$ cat config.mk
export PLATFORM = sky130hd
export DESIGN_NAME = mbw_top
export DESIGN_NICKNAME = d
export VERILOG_FILES = /design/src/rtl/mbw_addr_map.v /design/src/rtl/mbw_top.v
export VERILOG_INCLUDE_DIRS = /design/src /design/src/rtl
export SDC_FILE = /design/constraint.sdc
export NUM_CORES = 1
export LEC_CHECK = 0
export ABC_AREA = 1
export BUFFER_PORTS_ARGS = -buffer_cell sky130_fd_sc_hd__buf_2
export CAP_MARGIN = 20
export CORE_MARGIN = 2
export CORE_UTILIZATION = 54
export DETAILED_ROUTE_END_ITERATION = 10
export PLACE_DENSITY = 0.83
export SYNTH_ARGS = -nofsm -noshare
export SYNTH_HDL_FRONTEND = slang
export SYNTH_SLANG_ARGS = --single-unit
export TNS_END_PERCENT = 30
$ cat constraint.sdc
create_clock -name clk_i -period 4.7 [get_ports clk_i]
set_input_delay 0.94 -clock clk_i [delete_from_list [all_inputs] [get_ports clk_i]]
set_output_delay 0.94 -clock clk_i [all_outputs]
set_load 0.01 [all_outputs]
$ cat src/rtl/mbw_regs.vh
`ifndef MBW_REGS_VH
`define MBW_REGS_VH
`define MBW_CTRL_ADDR 32'h01C80000
`define MBW_MODE_ADDR 32'h01C80040
`define MBW_CTRL_RESET 32'h00000000
`define MBW_MODE_RESET 10'h000
`define MBW_ORDER_BIT 0
`define MBW_BOOT_LSB 1
`define MBW_SPARE_BIT 3
`define MBW_BANK_STEP 4
`define MBW_WIDTH_LSB 0
`define MBW_WAIT_BIT 2
`define MBW_STYLE_BIT 3
`define MBW_W8 2'h0
`define MBW_W16 2'h1
`define MBW_W32 2'h2
`define MBW_TEST 2'h3
`define MBW_SIZE_LSB 0
`define MBW_ORG_BIT 4
`define MBW_B6DYN_BIT 8
`define MBW_B7DYN_BIT 9
`define MBW_SZ2 3'h0
`define MBW_SZ4 3'h1
`define MBW_SZ8 3'h2
`define MBW_SZ16 3'h3
`define MBW_SZ32 3'h4
`define MBW_RESP_OKAY 2'h0
`define MBW_RESP_SLVERR 2'h2
`endif

$ cat src/rtl/mbw_addr_map.v
`timescale 1ns/100ps
`default_nettype none
`include "mbw_regs.vh"
// shifts internal address onto memory pins and picks the sdram bank select
module mbw_addr_map
(
  input wire [1:0] width_i,
  input wire [2:0] size_i,
  input wire four_bank_i,
  input wire [25:0] addr_i,
  output reg [25:0] mem_addr_o,
  output reg [1:0] sdram_bank_o
);
  always @*
  begin
    case (width_i)
      `MBW_W16: mem_addr_o = {1'b0, addr_i[25:1]};
      `MBW_W32: mem_addr_o = {2'h0, addr_i[25:2]};
      default: mem_addr_o = addr_i;
    endcase
  end

  always @*
  begin
    sdram_bank_o = 2'h0;
    if (four_bank_i)
    begin
      // two-bank sizes have no four-bank parts; fall back to zero
      case (size_i)
        `MBW_SZ8: sdram_bank_o = addr_i[22:21];
        `MBW_SZ16: sdram_bank_o = addr_i[23:22];
        `MBW_SZ32: sdram_bank_o = addr_i[24:23];
        default: sdram_bank_o = 2'h0;
      endcase
    end
    else
    begin
      case (size_i)
        `MBW_SZ2: sdram_bank_o = {1'b0, addr_i[20]};
        `MBW_SZ4: sdram_bank_o = {1'b0, addr_i[21]};
        `MBW_SZ8: sdram_bank_o = {1'b0, addr_i[22]};
        `MBW_SZ16: sdram_bank_o = {1'b0, addr_i[23]};
        `MBW_SZ32: sdram_bank_o = {1'b0, addr_i[24]};
        default: sdram_bank_o = 2'h0;
      endcase
    end
  end
endmodule // mbw_addr_map
`default_nettype wire

$ cat src/rtl/mbw_top.v
`timescale 1ns/100ps
`default_nettype none
`include "mbw_regs.vh"
// What this block does
// - memory address pins shift down by 0, 1 or 2 for 8/16/32-bit banks.
// - two-bank sdram bank select is address bit 20..24 by bank size.
// - four-bank sdram bank selects are bits 22:21, 23:22 or 24:23 by size.
// - lane style for banks one to seven picks write strobes or upper/lower byte enables; bank zero uses write strobes.
// - wait enable for banks one to seven lets external wait stretch that bank's cycle; bank zero never waits.
// - banks six and seven ignore wait when holding dram or sdram.
// - two-bit width per bank: 00 8-bit, 01 16-bit, 10 32-bit.
// - bits 2:1 read back boot bank width from boot width pins.
// - bit 0 reads back byte order, 0 meaning little-endian.
// - reset clears all writable fields of the width and wait register.
// - boot width pins sampled during reset; 11 means test mode.
// - byte order pin latched while reset is held.
// - each byte enable is write strobe AND output enable, active low.
module mbw_top
(
  input wire clk_i,
  input wire reset_i,
  input wire [31:0] s_axi_awaddr_i,
  input wire s_axi_awvalid_i,
  output wire s_axi_awready_o,
  input wire [31:0] s_axi_wdata_i,
  input wire [3:0] s_axi_wstrb_i,
  input wire s_axi_wvalid_i,
  output wire s_axi_wready_o,
  output reg [1:0] s_axi_bresp_o,
  output reg s_axi_bvalid_o,
  input wire s_axi_bready_i,
  input wire [31:0] s_axi_araddr_i,
  input wire s_axi_arvalid_i,
  output wire s_axi_arready_o,
  output reg [31:0] s_axi_rdata_o,
  output reg [1:0] s_axi_rresp_o,
  output reg s_axi_rvalid_o,
  input wire s_axi_rready_i,
  input wire [1:0] boot_width_select_i,
  input wire byte_order_i,
  output wire test_mode_o,
  input wire [2:0] access_bank_i,
  input wire [25:0] access_addr_i,
  input wire [3:0] write_lanes_n_i,
  input wire read_strobe_n_i,
  input wire ext_wait_i,
  output reg [25:0] mem_addr_o,
  output reg [1:0] sdram_bank_o,
  output wire [1:0] access_width_o,
  output wire wait_stretch_o,
  output reg [3:0] write_byte_strobe_n_o,
  output reg [3:0] byte_lane_enable_n_o,
  output reg output_enable_n_o
);

  ////////////////////////////////////////////////////////////////////////
  // registers
  reg [31:0] ctrl;
  reg [9:0] mode;
  reg [1:0] boot_width_meta;
  reg [1:0] boot_width_sync;
  reg byte_order_meta;
  reg byte_order_sync;
  reg [1:0] boot_bank_width;
  reg byte_order;
  reg [1:0] ext_wait_sync;

  // pins pass two flops before anyone looks at them
  always @(posedge clk_i)
  begin
    boot_width_meta <= boot_width_select_i;
    boot_width_sync <= boot_width_meta;
    byte_order_meta <= byte_order_i;
    byte_order_sync <= byte_order_meta;
    ext_wait_sync <= {ext_wait_sync[0], ext_wait_i};
  end

  // straps keep tracking through reset and freeze on release
  always @(posedge clk_i)
  begin
    if (reset_i)
    begin
      boot_bank_width <= boot_width_sync;
      byte_order <= byte_order_sync;
    end
  end

  assign test_mode_o = (boot_bank_width == `MBW_TEST);

  ////////////////////////////////////////////////////////////////////////
  // axi4-lite slave, single outstanding write and read
  reg aw_held;
  reg w_held;
  reg [31:0] aw_addr;
  reg [31:0] w_data;
  reg [3:0] w_strb;
  wire do_write;
  wire [31:0] wmask;
  wire [31:0] ctrl_rw_mask;
  wire [31:0] ctrl_next;

  assign s_axi_awready_o = !aw_held && !s_axi_bvalid_o;
  assign s_axi_wready_o = !w_held && !s_axi_bvalid_o;
  assign s_axi_arready_o = !s_axi_rvalid_o;
  assign do_write = aw_held && w_held && !s_axi_bvalid_o;
  assign wmask = {{8{w_strb[3]}}, {8{w_strb[2]}}, {8{w_strb[1]}}, {8{w_strb[0]}}};
  // bits 3..0 are bank-zero status and a hole
  assign ctrl_rw_mask = 32'hFFFFFFF0;
  assign ctrl_next = (ctrl & ~(wmask & ctrl_rw_mask)) | (w_data & wmask & ctrl_rw_mask);

  always @(posedge clk_i)
  begin
    if (reset_i)
    begin
      aw_held <= 1'b0;
      w_held <= 1'b0;
      aw_addr <= 32'h00000000;
      w_data <= 32'h00000000;
      w_strb <= 4'h0;
      s_axi_bvalid_o <= 1'b0;
      s_axi_bresp_o <= `MBW_RESP_OKAY;
      ctrl <= `MBW_CTRL_RESET;
      mode <= `MBW_MODE_RESET;
    end
    else
    begin
      if (s_axi_awvalid_i && s_axi_awready_o)
      begin
        aw_held <= 1'b1;
        aw_addr <= s_axi_awaddr_i;
      end
      if (s_axi_wvalid_i && s_axi_wready_o)
      begin
        w_held <= 1'b1;
        w_data <= s_axi_wdata_i;
        w_strb <= s_axi_wstrb_i;
      end
      if (do_write)
      begin
        aw_held <= 1'b0;
        w_held <= 1'b0;
        s_axi_bvalid_o <= 1'b1;
        s_axi_bresp_o <= `MBW_RESP_OKAY;
        if ({aw_addr[31:2], 2'h0} == `MBW_CTRL_ADDR)
          ctrl <= ctrl_next;
        else if ({aw_addr[31:2], 2'h0} == `MBW_MODE_ADDR)
        begin
          // holes in the mode byte must read back zero
          if (w_strb[0])
            mode[7:0] <= w_data[7:0] & 8'h17;
          if (w_strb[1])
            mode[9:8] <= w_data[9:8];
        end
        else
          s_axi_bresp_o <= `MBW_RESP_SLVERR;
      end
      else if (s_axi_bvalid_o && s_axi_bready_i)
        s_axi_bvalid_o <= 1'b0;
    end
  end

  wire [31:0] ctrl_view;
  assign ctrl_view = {ctrl[31:4], 1'b0, boot_bank_width, byte_order};

  always @(posedge clk_i)
  begin
    if (reset_i)
    begin
      s_axi_rvalid_o <= 1'b0;
      s_axi_rdata_o <= 32'h00000000;
      s_axi_rresp_o <= `MBW_RESP_OKAY;
    end
    else if (s_axi_arvalid_i && s_axi_arready_o)
    begin
      s_axi_rvalid_o <= 1'b1;
      s_axi_rresp_o <= `MBW_RESP_OKAY;
      if ({s_axi_araddr_i[31:2], 2'h0} == `MBW_CTRL_ADDR)
        s_axi_rdata_o <= ctrl_view;
      else if ({s_axi_araddr_i[31:2], 2'h0} == `MBW_MODE_ADDR)
        s_axi_rdata_o <= {22'h000000, mode};
      else
      begin
        s_axi_rdata_o <= 32'h00000000;
        s_axi_rresp_o <= `MBW_RESP_SLVERR;
      end
    end
    else if (s_axi_rvalid_o && s_axi_rready_i)
      s_axi_rvalid_o <= 1'b0;
  end

  ////////////////////////////////////////////////////////////////////////
  // per-bank field decode
  wire [1:0] bank_width [0:7];
  wire [7:0] bank_wait;
  wire [7:0] bank_style;
  genvar g;
  generate
    for (g = 0; g < 8; g = g + 1)
    begin : g_bank
      if (g == 0)
      begin : g_boot
        assign bank_width[g] = boot_bank_width;
        assign bank_wait[g] = 1'b0;
        assign bank_style[g] = 1'b0;
      end
      else
      begin : g_soft
        assign bank_width[g] = ctrl[g*`MBW_BANK_STEP+`MBW_WIDTH_LSB+1:g*`MBW_BANK_STEP+`MBW_WIDTH_LSB];
        assign bank_wait[g] = ctrl[g*`MBW_BANK_STEP+`MBW_WAIT_BIT];
        assign bank_style[g] = ctrl[g*`MBW_BANK_STEP+`MBW_STYLE_BIT];
      end
    end
  endgenerate

  wire [7:0] bank_dynamic;
  assign bank_dynamic = {mode[`MBW_B7DYN_BIT], mode[`MBW_B6DYN_BIT], 6'h00};
  wire [7:0] bank_wait_ok;
  assign bank_wait_ok = bank_wait & ~bank_dynamic;

  assign access_width_o = bank_width[access_bank_i];
  // wait honoured only when the bank allows it
  assign wait_stretch_o = ext_wait_sync[1] & bank_wait_ok[access_bank_i];

  ////////////////////////////////////////////////////////////////////////
  // address routing and strobes, registered toward the pins
  wire [25:0] mapped_addr;
  wire [1:0] mapped_bank;

  mbw_addr_map u_map
  (
    .width_i(bank_width[access_bank_i]),
    .size_i(mode[`MBW_SIZE_LSB+2:`MBW_SIZE_LSB]),
    .four_bank_i(mode[`MBW_ORG_BIT]),
    .addr_i(access_addr_i),
    .mem_addr_o(mapped_addr),
    .sdram_bank_o(mapped_bank)
  );

  always @(posedge clk_i)
  begin
    if (reset_i)
    begin
      mem_addr_o <= 26'h0000000;
      sdram_bank_o <= 2'h0;
      write_byte_strobe_n_o <= 4'hF;
      byte_lane_enable_n_o <= 4'hF;
      output_enable_n_o <= 1'b1;
    end
    else
    begin
      mem_addr_o <= mapped_addr;
      sdram_bank_o <= mapped_bank;
      output_enable_n_o <= read_strobe_n_i;
      if (bank_style[access_bank_i])
      begin
        // strobe pins become upper/lower byte enables for reads and writes
        write_byte_strobe_n_o <= 4'hF;
        byte_lane_enable_n_o <= write_lanes_n_i & {4{read_strobe_n_i}};
      end
      else
      begin
        write_byte_strobe_n_o <= write_lanes_n_i;
        byte_lane_enable_n_o <= 4'hF;
      end
    end
  end
endmodule // mbw_top
`default_nettype wire

# ---- After elaboration in Yosys (flattened, before gate mapping)
# Index checks and enable logic that the tools add are counted.
# W data, S select, Z words.
dict set report classes {
  n_reduce_logical 22
  eq_ne 11
  bitwise 11
  magnitude_cmp 2
  mux 21
}
# op n
set op_table {}
lappend op_table {{$eq A30 B23 Y1 const B} 4}
lappend op_table {{$and A32 B32 Y32} 2}
lappend op_table {{$pmux W26 S2} 1}
lappend op_table {{$mux W32} 1}
lappend op_table {{$not A32 Y32} 1}
lappend op_table {{$or A32 B32 Y32} 1}
lappend op_table {{$mux W2} 7}
lappend op_table {{$mux W10} 1}
lappend op_table {{$logic_and A1 B1 Y1} 9}
lappend op_table {{$and A8 B8 Y8} 1}
lappend op_table {{$not A8 Y8} 1}
lappend op_table {{$reduce_and A4 Y1} 2}
lappend op_table {{$bmux W1 S3} 2}
lappend op_table {{$bmux W2 S3} 1}
lappend op_table {{$eq A3 B2 Y1 const B} 2}
lappend op_table {{$mux W1} 6}
lappend op_table {{$pmux W2 S3} 1}
lappend op_table {{$reduce_or A2 Y1} 3}
lappend op_table {{$pmux W1 S5} 1}
lappend op_table {{$and A4 B4 Y4} 1}
lappend op_table {{$eq A2 B2 Y1 const B} 2}
lappend op_table {{$ge A4 B4 Y1 const B} 1}
lappend op_table {{$logic_not A1 Y1} 4}
lappend op_table {{$lt A3 B4 Y1 const B} 1}
lappend op_table {{other kinds (9)} 11}
dict set report totals {
  out_inout_bits 82
  inputBits 145
  ff_bits 194
  wordCells 92
}

# ---- Logic depth before layout (Yosys ltp)
dict set report logic_depth {
  depth_word 6
  ltp_mapped 16
  mapped_depth_nobuf 12
}

# ---- Modules after synthesis
# A second synthesis with hierarchy kept.
dict set report unflattened {
  hier_cells 1017
  hier_area_um2 7732.4
}
# module cells_per_inst n_inst area_each_um2 seq_area_each_um2
set modules_own_cells {}
lappend modules_own_cells {mbw_top 907 1 6998.0 3713.6}
lappend modules_own_cells {mbw_addr_map 110 1 734.5 0.0}

# ---- Least setup slack after synthesis
# Ideal clock, no wire load.
dict set report synth_timing {
  kind {input-to-reg}
  startpoint {input access_bank_i[0]}
  endpoint {register mem_addr_o[21]}
  setup_ns 0.095
  setup_slack_ns 1.544
  path_stages 13
  required_time_ns 4.605
  n_path_buf 4
  arrival_time_ns 3.061
  path_cell_list {buf_2 inv_1 buf_2 nor2_1 o22ai_1 inv_1 o21ai_0 inv_1 ha_1 clkbuf_1 clkbuf_1 a21oi_1 a221oi_1}
}
dict set report synth_via {
  elab_chain_cells 6
  word_cells_on_any_way 7
  cone_classes {eq/ne (2); mux (4); bitwise (1)}
}
# item line
set synth_lines {}
lappend synth_lines {{start: declaration} mbw_top.v:42} ;# input wire [2:0] access_bank_i,
lappend synth_lines {{$not A3 Y4 (*)} -}
lappend synth_lines {{$bmux W2 S3 (*)} -}
lappend synth_lines {{$mux W2 (*) (2 in series)} -}
lappend synth_lines {{via access_width_o[0]} mbw_top.v:49} ;# output wire [1:0] access_width_o,
lappend synth_lines {{$eq A2 B2 Y1 or $eq A2 B1 Y1 (tied branches)} mbw_addr_map.v:16} ;# case (width_i)
lappend synth_lines {{$pmux W26 S2 (*)} mbw_addr_map.v:16}
lappend synth_lines {{end signal: assignment} mbw_top.v:251} ;# mem_addr_o <= mapped_addr;
lappend synth_lines {{end: declaration} mbw_top.v:47} ;# output reg [25:0] mem_addr_o,
# Mark *: on every way through the listed nets, which the timed path passes. The rest lies on a longest branch. The select of a mux whose other input is x is not followed.
# A chain may end at the register's enable or synchronous reset.

# ---- Final worst setup path
dict set report layout_timing {
  startpoint {input access_bank_i[0]}
  endpoint {output access_width_o[0]}
}
dict set report layout_via {
  elab_chain_cells 4
}
# item line
set layout_lines {}
lappend layout_lines {{$not A3 Y4 (implied by the code)} mbw_top.v:220} ;# assign access_width_o = bank_width[access_bank_i];
lappend layout_lines {{$bmux W2 S3} mbw_top.v:220}
lappend layout_lines {{$mux W2 (implied by the code) (2 in series)} mbw_top.v:220}
lappend layout_lines {{end: declaration} mbw_top.v:49}
# No other way between the ends. The select of a mux whose other input is x is not followed.

==> results.sh <==
export IMPL_fp_dieH_um=123
export IMPL_period_share_pct=69.8
export IMPL_vias_per_cell=5.11
export IMPL_postRouteAntennaNets=0
export IMPL_drt_pass1_iterations=7
export IMPL_status="finished clean"
export IMPL_syn2layout_area_growth_pct=22.2
export IMPL_yosysWarnings=0
export IMPL_min_path_type="flop to flop"
export IMPL_max_freq_ghz=0.305
export IMPL_hold_buffers=0
export IMPL_slew_headroom_pct=39.0
export IMPL_grt_pass1_vias=6459
export IMPL_cts_max_level=4
export IMPL_path_class="primary input to output pin"
export IMPL_cts_sinks=184
export IMPL_dp_hpwl_mm=13.0
export IMPL_rsz0062_at_grt="no"
export IMPL_vias=7259
export IMPL_final_hold_viol_count=0
export IMPL_drt_iter0_drc=512
export IMPL_slowest_stage="o21ai_0"
export IMPL_yosysSeqAreaShare_pct=48.8
export IMPL_initial_core_util_pct=55.1
export IMPL_core_area_sq_um=13800
export IMPL_row_count=43
export IMPL_timing_setup_tns_ps=0
export IMPL_cts_tree="yes"
export IMPL_p_leak_nw=4.13
export IMPL_routabilityCongestion=0.930
export IMPL_synth_cell_types=36
export IMPL_grt_use_total_pct=25.0
export IMPL_grt_max_degree=87
export IMPL_wirelength_mm=18.5
export IMPL_root_buffer="clkbuf_16"
export IMPL_clockBufferDepth=2
export IMPL_grt_pass1_wl_mm=30.1
export IMPL_worstSetupStartpointType="primary input"
export IMPL_overflow=0
export IMPL_cts_buffers_inserted=17
export IMPL_portBuffers=218
export IMPL_critPathMaxFanout=17
export IMPL_slowest_delay_ps=350
export IMPL_path_clk_slew_ps=60
export IMPL_drc=0
export IMPL_avgSynthCellArea_sq_um=7.24
export IMPL_syn_area_sq_um=7610
export IMPL_drv_cap=0
export IMPL_netlist_instances=1051
export IMPL_clock_latency_ps=430
export IMPL_finalCriticalPeriod_ps=3280
export IMPL_worst_hold_slack_ps=328
export IMPL_vdd_drop_max_v=0.000276
export IMPL_critPathArrivalTime_ps=2340
export IMPL_io_pins=227
export IMPL_antenna_found_initial=1
export IMPL_end_kind="output pin"
export IMPL_p_per_area_nw_per_um2=382
export IMPL_worst_slew_pin_slew_ps=913
export IMPL_fin_nets=1377
export IMPL_ys_seq_elements=184
export IMPL_slew_viol_final=0
export IMPL_wire_per_inst_um=13.0
export IMPL_diodes=0
export IMPL_postCtsSetupBuffers=0
export IMPL_setup_violations=0
export IMPL_dieWidth_um=123
export IMPL_crit_chain="buf_2, inv_1, nor2_1, o22ai_1, inv_1, o21ai_0, buf_2"
export IMPL_dieArea_sq_um=15100
export IMPL_cts_resized=0
export IMPL_required_ps=3760
export IMPL_drive_above_1_share_pct=21.8
export IMPL_skew_ps=7.70
## layer usage
layer | global-route usage (%) | vias up | part of all wire [%]
met2 | 40.8 | 273 | 45
met3 | 6.27 | 27 | 8.7
met4 | 9.12 | 0 | 1.7
li1 | - | 3770 | -
met1 | 31.9 | 3189 | 44
met5 | 0 | - | 0
## critical path, delay by kind of cell
kind | cells | cell delay (ps)
AO/OA/AOI/OAI | 2 | 540
AND/OR/NAND/NOR | 1 | 90
buffers and inverters | 4 | 760
## stage by stage
stage	cells	power, W	utilization [%]	instance area (sq um)	setup WS [ps]
floorplan	1053	0.00202	-	7620	1540
global route	1421	0.00372	67.3	9300	1340
detailed placement	1389	0.00218	62.7	8670	1280
global placement	1388	0.00216	62.6	8660	1390
CTS	1419	0.00357	66.9	9250	1460
finish	1421	0.00355	67.3	9300	1420
## cell usage after synthesis, drive strengths merged
cell	n	share of area, %
ha	2	0.33
and2	1	0.082
o221ai	1	0.12
conb	1	0.049
edfxtp	3	1.2
nor3	6	0.46
nand4	56	4.6
o211ai	2	0.20
inv	88	4.3
nor3b	1	0.099
a211oi	1	0.099
o21a	1	0.099
clkinv	2	0.099
nor2	209	11
o22ai	2	0.16
o21ai	90	5.9
nand2	182	9.1
a221oi	2	0.23
clkbuf	39	1.9
o311ai	1	0.12
dfxtp	181	48
nand3	27	2.0
buf	28	2.2
a21oi	125	8.2
## placed cells by master, fill, tap and decap left out, types with 5 or more instances in the layout
master and n:
a21oi_1 125, buf_2 218, clkbuf_16 17, dfxtp_1 181
inv_1 84, nand2_1 180, nand3_1 24, nand4_1 56
nor2_1 200, nor2_2 5, nor3_1 5, o21ai_0 88
## power by group
| group | total [W] | internal [W] | switching (W) | leakage (nW) |
|---|---|---|---|---|
| Clock | 0.00140 | 0.000835 | 0.000570 | 0.279 |
| Combinational | 0.000444 | 0.000168 | 0.000276 | 2.33 |
| Sequential | 0.00171 | 0.00166 | 0.0000454 | 1.52 |
| Total | 0.00355 | 0.00266 | 0.000891 | 4.13 |
## layout make-up
type | count | area [sq um]
fillers | 1247 | 4530
flip-flops and latches | 184 | 3710
multi-input cells | 712 | 3260
repair buffers | 225 | 1180
clock buffers | 24 | 492
inverters | 90 | 338
well taps | 180 | 225
clock inverters | 6 | 90.1
## path summary, 6_finish.rpt
check	from	end	slack [ps]	cells past startpoint
min	byte_order_meta	byte_order_sync	330	0
max reg2reg	flop	mem_addr_o[12]	2320	9
max	access_bank_i[0]	access_width_o[0]	1420	7
min reg2reg	byte_order_meta	byte_order_sync	330	0
## logic make-up after synthesis
group                    after synthesis  synth area share [%]
AND/OR/NAND/NOR                      482                  27.1
AO/OA/AOI/OAI                        225                  15.2
flip-flops                           184                  48.8
buffers and inverters                157                  8.55
adder cells (fa/ha/maj)                2                 0.329
other                                  1                0.0493
Power figures use the tool's default switching activity.
